`config.mk`:
```
export PLATFORM = sky130hd
export DESIGN_NAME = ornt_cfg
export DESIGN_NICKNAME = d
export VERILOG_FILES = /design/src/logic/ornt_pkg.sv /design/src/logic/ornt_dbnc_if.sv /design/src/logic/ornt_debounce.sv /design/src/logic/ornt_cfg.sv
export SDC_FILE = /design/constraint.sdc
export NUM_CORES = 1
export LEC_CHECK = 0
export BUFFER_PORTS_ARGS = -buffer_cell sky130_fd_sc_hd__clkbuf_2
export CAP_MARGIN = 20
export CORE_ASPECT_RATIO = 0.75
export CORE_UTILIZATION = 32
export CTS_BUF_LIST = sky130_fd_sc_hd__clkbuf_16
export CTS_CLUSTER_DIAMETER = 30
export DETAILED_ROUTE_END_ITERATION = 8
export SKIP_CTS_REPAIR_TIMING = 1
export SLEW_MARGIN = 5
export SYNTH_ARGS = -nofsm -noshare
export SYNTH_HDL_FRONTEND = slang
export SYNTH_HIERARCHICAL = 1
export SYNTH_SLANG_ARGS = --single-unit
```
`constraint.sdc`:
```
create_clock -name clk_sys -period 6.7 [get_ports clk_sys]
set_input_delay 0 -clock clk_sys [delete_from_list [all_inputs] [get_ports clk_sys]]
set_output_delay 0 -clock clk_sys [all_outputs]
set_load 0.005 [all_outputs]
```
`src/logic/ornt_pkg.sv`:
```
/*
 orientation detect configuration: register offsets, reset values,
 field positions, angle constants and the orientation struct.
 assumes nothing; included via import by every orientation file but the host model.
*/
package ornt_pkg;
	// register offsets on the device register port
	localparam logic [7:0] ORNT_ADDR_RESULT = 8'h28;
	localparam logic [7:0] ORNT_ADDR_CTRL   = 8'h29;
	localparam logic [7:0] ORNT_ADDR_DBLEN  = 8'h2a;
	localparam logic [7:0] ORNT_ADDR_COMP   = 8'h2b;
	// values after reset
	localparam logic [7:0] ORNT_CTRL_RST    = 8'h80;
	localparam logic [7:0] ORNT_DBLEN_RST   = 8'h00;
	localparam logic [7:0] ORNT_COMP_RST    = 8'h44;
	// field positions
	localparam int ORNT_MODE_BIT = 7;   // mismatch action
	localparam int ORNT_EN_BIT   = 6;   // function on
	localparam int ORNT_BF_LSB   = 6;   // trip select, 2 bits
	localparam int ORNT_ZL_LSB   = 0;   // lockout select, 3 bits
	localparam int ORNT_FLAG_BIT = 7;   // result: changed flag
	localparam int ORNT_LO_BIT   = 6;   // result: lockout
	localparam int ORNT_LP_LSB   = 1;   // result: landscape/portrait
	localparam int ORNT_BF_BIT   = 0;   // result: back/front
	// back/front window edges in whole degrees
	localparam logic [8:0] ORNT_B2F_BASE  = 9'h050;  // 80
	localparam logic [8:0] ORNT_F2B_BASE  = 9'h064;  // 100
	localparam logic [8:0] ORNT_FULL_TURN = 9'h168;  // 360
	// lockout thresholds in tenths of a degree, per select code
	localparam logic [9:0] ORNT_ZLOCK_TBL [8] = '{
		10'h088, 10'h0ab, 10'h0cf, 10'h0f4,
		10'h119, 10'h140, 10'h169, 10'h194};
	// one orientation sample
	typedef struct packed {
		logic       lo;   // tilt lockout
		logic [1:0] lp;   // landscape/portrait
		logic       bf;   // 1 back, 0 front
	} ornt_orient_s;
endpackage

```
`src/logic/ornt_dbnc_if.sv`:
```
/*
 orientation detect: carrier between the configuration top and the
 debounce engine. assumes both ends run on clk_sys.
*/
`timescale 1ns/100ps
`default_nettype none
interface ornt_dbnc_if;
	import ornt_pkg::*;
	logic         tick;        // one sample period elapsed
	logic         restart;     // power transition, counter to zero
	logic         clear_state; // standby to active, state to zero
	logic         freeze;      // acceleration above 1.25 g
	logic         mode_clear;  // mismatch clears, else decrements
	logic [7:0]   len;         // debounce length in samples
	ornt_orient_s cand;        // this sample's orientation
	logic         accept;      // candidate accepted this cycle
	ornt_orient_s state;       // accepted orientation
	modport top  (output tick, restart, clear_state, freeze,
		mode_clear, len, cand, input accept, state);
	modport dbnc (input tick, restart, clear_state, freeze,
		mode_clear, len, cand, output accept, state);
endinterface
`default_nettype wire

```
`src/logic/ornt_debounce.sv`:
```
/*
 orientation debounce engine: counts samples a new orientation holds
 and accepts it after the programmed length.
 assumes tick only pulses while the function is on and active.
*/
`timescale 1ns/100ps
`default_nettype none
module ornt_debounce (
	input  wire logic clk_sys,
	input  wire logic reset_n,
	ornt_dbnc_if.dbnc bus
);
	import ornt_pkg::*;

	logic [7:0]   cnt_q;     // debounce counter
	logic [7:0]   cnt_n;     // counter after this sample
	ornt_orient_s prev_q;    // previous sample
	ornt_orient_s state_q;   // accepted orientation
	logic         first_q;   // first detection pending
	wire  logic   mismatch;  // sample differs from previous
	wire  logic   differs;   // sample differs from accepted
	wire  logic   step;      // sample taken this cycle
	wire  logic [7:0] cnt_up;
	wire  logic [7:0] cnt_dn;

	assign step     = bus.tick & ~bus.freeze & ~bus.restart;
	assign mismatch = bus.cand != prev_q;
	assign differs  = bus.cand != state_q;
	// saturating up and down steps
	assign cnt_up = (cnt_q == 8'hff) ? cnt_q : cnt_q + 8'h01;
	assign cnt_dn = (cnt_q == 8'h00) ? cnt_q : cnt_q - 8'h01;
	// mismatch either clears or decrements
	assign cnt_n = !mismatch ? cnt_up :
		(bus.mode_clear ? 8'h00 : cnt_dn);
	// accept after len samples; zero length on first sight
	assign bus.accept = step & (first_q | (differs & (mismatch ?
		(bus.len == 8'h00) : (cnt_n >= bus.len))));
	assign bus.state = state_q;

	// counter, history and accepted state
	always_ff @(posedge clk_sys) begin
		if (!reset_n) begin
			cnt_q   <= 8'h00;
			prev_q  <= '0;
			state_q <= '0;
			first_q <= 1'b1;
		end else if (bus.restart) begin
			cnt_q <= 8'h00;
			if (bus.clear_state) begin
				state_q <= '0;
				first_q <= 1'b1;
			end
		end else if (step) begin
			// one advance per sample period
			prev_q <= bus.cand;
			cnt_q  <= bus.accept ? 8'h00 : cnt_n;
			if (bus.accept) begin
				state_q <= bus.cand;
				first_q <= 1'b0;
			end
		end
	end
endmodule
`default_nettype wire

```
`src/logic/ornt_cfg.sv`:
```
/*
 orientation detect configuration top: control, debounce length and
 angle compensation registers, result register with changed flag,
 candidate orientation decode and the debounce engine.
 assumes every input comes from logic on clk_sys; the register port
 is the device's internal register access, one request per cycle.
*/
`timescale 1ns/100ps
`default_nettype none
module ornt_cfg (
	input  wire logic       clk_sys,
	input  wire logic       reset_n,
	input  wire logic [7:0] reg_addr,
	input  wire logic       reg_wr,
	input  wire logic       reg_rd,
	input  wire logic [7:0] reg_wdata,
	output logic [7:0]      reg_rdata,
	input  wire logic       active_mode,
	input  wire logic       wake_mode,
	input  wire logic       flex_mode,
	input  wire logic       sample_tick,
	input  wire logic       flex_sample_tick,
	input  wire logic       over_range,
	input  wire logic [8:0] z_angle_deg,
	input  wire logic [9:0] tilt_angle_ddeg,
	input  wire logic [1:0] lp_sample,
	output logic            orientation_changed_flag
);
	import ornt_pkg::*;

	ornt_dbnc_if dbus ();  // carrier to the debounce engine

	logic [7:0] ctrl_q;      // orientation_control
	logic [7:0] dblen_q;     // orientation_debounce_length
	logic [7:0] comp_q;      // orientation_angle_compensation
	logic       flag_q;      // orientation_changed_flag
	logic [7:0] rdata_q;     // read data register
	logic       active_q;    // last active/standby level
	logic       wake_q;      // last wake/sleep level

	// register decode
	wire logic hit_ctrl   = reg_addr == ORNT_ADDR_CTRL;
	wire logic hit_dblen  = reg_addr == ORNT_ADDR_DBLEN;
	wire logic hit_comp   = reg_addr == ORNT_ADDR_COMP;
	wire logic hit_result = reg_addr == ORNT_ADDR_RESULT;
	wire logic rd_result  = reg_rd & hit_result;

	// control and compensation fields
	wire logic       func_on  = ctrl_q[ORNT_EN_BIT];
	wire logic       mis_clr  = ctrl_q[ORNT_MODE_BIT];
	wire logic [1:0] bf_sel   = comp_q[ORNT_BF_LSB +: 2];
	wire logic [2:0] zl_sel   = comp_q[ORNT_ZL_LSB +: 3];

	// power transitions
	wire logic act_edge  = active_mode ^ active_q;
	wire logic wake_edge = wake_mode ^ wake_q;
	wire logic to_active = active_mode & ~active_q;

	// sample period source by operating mode
	wire logic tick_src = flex_mode ? flex_sample_tick
		: sample_tick;

	// back/front edges: five degrees per code step
	wire logic [8:0] bf_step = {5'h00, bf_sel, 2'b00}
		+ {7'h00, bf_sel};
	wire logic [8:0] b2f_edge = ORNT_B2F_BASE - bf_step;
	wire logic [8:0] f2b_edge = ORNT_F2B_BASE + bf_step;
	wire logic to_front = (z_angle_deg < b2f_edge)
		|| (z_angle_deg > ORNT_FULL_TURN - b2f_edge);
	wire logic to_back = (z_angle_deg > f2b_edge)
		&& (z_angle_deg < ORNT_FULL_TURN - f2b_edge);
	// between the windows the last back/front holds
	wire logic bf_cand = to_front ? 1'b0
		: (to_back ? 1'b1 : dbus.state.bf);

	// lockout below the selected tilt
	wire logic [9:0] zl_thr  = ORNT_ZLOCK_TBL[zl_sel];
	wire logic       lo_cand = tilt_angle_ddeg < zl_thr;

	// result register image
	wire logic [7:0] result_img = {flag_q, dbus.state.lo, 3'b000,
		dbus.state.lp, dbus.state.bf};

	// read mux; unmapped offsets read zero
	wire logic [7:0] rd_mux = hit_ctrl ? ctrl_q
		: hit_dblen ? dblen_q
		: hit_comp ? comp_q
		: hit_result ? result_img : 8'h00;

	// drive the debounce engine
	assign dbus.tick        = tick_src & func_on & active_mode;
	assign dbus.restart     = act_edge | wake_edge;
	assign dbus.clear_state = to_active;
	assign dbus.freeze      = over_range;
	assign dbus.mode_clear  = mis_clr;
	assign dbus.len         = dblen_q;
	assign dbus.cand        = '{lo: lo_cand, lp: lp_sample,
		bf: bf_cand};

	ornt_debounce u_dbnc (
		.clk_sys (clk_sys),
		.reset_n (reset_n),
		.bus     (dbus)
	);

	// writable registers
	always_ff @(posedge clk_sys) begin
		if (!reset_n) begin
			ctrl_q  <= ORNT_CTRL_RST;
			dblen_q <= ORNT_DBLEN_RST;
			comp_q  <= ORNT_COMP_RST;
		end else if (reg_wr) begin
			if (hit_ctrl)
				ctrl_q <= reg_wdata;
			if (hit_dblen)
				dblen_q <= reg_wdata;
			if (hit_comp)
				comp_q <= reg_wdata;
		end
	end

	// changed flag: a new acceptance wins over a read clear
	always_ff @(posedge clk_sys) begin
		if (!reset_n)
			flag_q <= 1'b0;
		else if (dbus.accept)
			flag_q <= 1'b1;
		else if (rd_result)
			flag_q <= 1'b0;
	end

	// read data and power level history
	always_ff @(posedge clk_sys) begin
		if (!reset_n) begin
			rdata_q  <= 8'h00;
			active_q <= 1'b0;
			wake_q   <= 1'b0;
		end else begin
			if (reg_rd)
				rdata_q <= rd_mux;
			active_q <= active_mode;
			wake_q   <= wake_mode;
		end
	end

	assign reg_rdata                = rdata_q;
	assign orientation_changed_flag = flag_q;
endmodule
`default_nettype wire

```
==> results.md <==
- Status: finished with violations
- Violated checks: hold timing
- Vias in the first global route: around 3300
- Total track usage: 0.1617
- Overall Power: about 640 uW
- Area delta synth->final: 15.70%
- Synth warn: 6
- CTS Buffer Depth: 2
- IO Port Bufs: 55
- Final instance area: 4536 um2
- Flops & latches, synth: 52
- Residual DRC: 0
- Worst EP required: about 6.9 ns
- Max Cap Viol: 0
- Routed Antenna Nets: 0
- Hold crit path type: input port to flop
- Final Max Slew Viols: 0
- Largest fanout on the critical path: 9
- Clock sinks: between 50 and 60
- CP arrival: between 6 and 7 ns
- First-pass DRT Iterations: 4
- Number of flops mapped to enable cells by yosys: 0
- Setup TNS: 0 ns
- Max_slew headroom: 0.5965
- First-pass GRT wire length: 16280 um
- Final hold violation count: 5
- Commonest cells post-synth: dfxtp_1, ha_1, nand2_1, inv_1, a21oi_1
- Rows: 34
- Routed wire length: between 9000 and 10000 um
- Clock Root Buffer: clkbuf_16
- H-tree levels: 2
- Antenna cells: 0
- Netlist Area Pre-Place: roughly 3900 um2
- Start point of the critical path: comp_q[6]
- Power Dens Cells: roughly 140 nW/um2
- Top_reg_cell synth: dfxtp_1
- Largest net degree at the start of global routing: 58
- Clock transition at path regs: 0.07 ns
- Total CTS buffers: 5
- Worst setup path category: flop to flop
- Vias per cell: 5.206
- Max IR drop VDD: 0.1006 mV
- Setup Viol. Count Final: 0
- Placer congestion estimate: around 0.97
- Post-DP HPWL: roughly 7700 um
- Die area: 12700 um2
- Pleak: 1.990 nW
- Async set-or-reset flop fraction in the synthesized netlist: 0
- Final min period: 5.783 ns
- Worst Clk Skew: 0.007870 ns
- Worst Tran Pin Value: between 0.6 and 0.7 ns
- # IOs: 56
- FILL cells: 1227
- Synth area leaders: dfxtp_1, ha_1, mux2i_1
- Clock latency on the worst-skew pair: around 0.29 ns
- CTS tree: done
- DR WL/cell: 14.73 um
- DRT iter0 DRCs: 202
- Multi-input logic area: 2681 um2
- Achievable Freq: roughly 170 MHz
- RSZ-0062 raised after global routing: false
- Crit start category: flop
- Core ar.: 11780 um2
- Initial antenna violation count: 0
- Most frequent cell after synthesis: dfxtp_1
- Min-delay src: reg_wdata[4]
- Cell count after synthesis: between 400 and 500
- Largest area contributor in the netlist: dfxtp_1
- Post-DP Area: between 4000 and 5000 um2
- Mean Syn Cell Area: 8.829 um2
- RR Startpoint: comp_q[6]
- Synth unique cells: 67
- Grt total ovfl: 0
- Die H: between 90 and 100 um
- Syn nets: roughly 540
- Worst Setup End Kind: flop
- Seq/Total Area, Yosys: 0.2656
- Post-layout nets: 591
- Layout cells sized above 1: 0.1952
- Initial cell density of the core: 0.3327
- Sequential Area: ~1000 um2
- Yosys top cell area share: 0.2656
- Final Cycle Share: 0.8632
- Hold slack: -0.01839 ns
- Routed vias: about 3400
- Die X: 129.8 um
-- layout make-up --
type                            count  share of cell area
Clock buffer                        5             0.02759
Clock inverter                      3            0.003310
Inverter                           28             0.02317
Multi-Input combinational cell    344              0.5912
Sequential cell                    52              0.2295
Tap cell                          162             0.04469
Timing Repair Buffer               65             0.08055
-- per-layer routing --
metal	share of wire	global-route usage
met1	0.52	0.2418
met2	0.42	0.2382
met3	0.057	0.03014
met5	0	0
met4	0.0078	0.03399
-- cells in the final DEF, fill, tap and decap left out, types with 8 or more instances in the layout --
cell type,instances
and2_1,8
nor2b_1,21
xor2_1,9
nor3_1,11
clkbuf_2,55
o21ai_0,14
mux2i_1,19
nand2_1,34
o21ai_2,9
dfxtp_1,52
a21oi_1,22
nand3_1,21
nor2_1,13
ha_1,48
inv_1,29
-- where the power goes --
group | switching, mW | leakage (nW) | internal [mW] | total, mW
combinational | 0.0449 | 1.50 | 0.0360 | 0.0809
clock | 0.113 | 0.0687 | 0.136 | 0.249
sequential | 0.000455 | 0.419 | 0.310 | 0.310
total | 0.159 | 1.99 | 0.482 | 0.640
-- kinds of logic after synthesis --
kind of cell / count (synthesis) / share of synthesized area
buffers and inverters: 48 / 0.05043
DFF: 52 / 0.2656
xor gates and xnor gates: 13 / 0.02905
AOI/OAI and AO/OA: 106 / 0.1874
muxes: 27 / 0.08586
and+or+nand+nor: 150 / 0.2285
adders and majority gates: 48 / 0.1532
-- stage by stage --
step / hold slack [ns] / util / cells / setup WS (ns)
after floorplan: 0.1217 / - / 444 / 1.374
after global placement: 0.2383 / 0.3679 / 645 / 1.040
after detailed placement: 0.2405 / 0.3679 / 645 / 0.9157
after CTS: -0.06360 / 0.3798 / 653 / 0.8971
after global routing: 0.005924 / 0.3849 / 659 / 0.4339
final: -0.01839 / 0.3849 / 659 / 0.9167
-- critical path, stage by stage (launching register included) --
cell and delay, ns:
dfxtp_1 0.53, inv_1 0.16, ha_1 0.38, inv_1 0.09, ha_1 0.32, nor4bb_1 0.28, a31o_2 0.19, a21oi_1 0.04
o22ai_1 0.19, nor3_1 0.06, buf_4 0.16, xor2_1 0.16, or4_1 0.68, nand2b_1 0.25, nor2_1 0.07, or3_1 0.33
nand2_1 0.08, ha_1 0.21, nand2b_1 0.14, a2111oi_0 0.43, a211o_1 0.16, a311oi_2 0.14, nor4_4 0.44, a32o_1 0.23
-- sequential cells by signal, summed over array words and instances (netlist names) --
signal / flops
comp_q: 8
active_q: 1
ctrl_q: 8
dblen_q: 8
u_dbnc/cnt_q: 8
orientation_changed_flag: 1
wake_q: 1
u_dbnc/first_q: 1
u_dbnc/bus.state: 4
reg_rdata: 8
u_dbnc/prev_q: 4
-- path summary, 6_finish.rpt --
path / end / slack [ns] / depth (start not counted)
hold / removal: ctrl_q[4] / -0.02 / 3
setup reg to reg: u_dbnc/cnt_q[0] / 0.92 / 23
setup / recovery: u_dbnc/cnt_q[0] / 0.92 / 23
hold reg to reg: comp_q[3] / 0.46 / 2
Power figures use the tool's default switching activity.
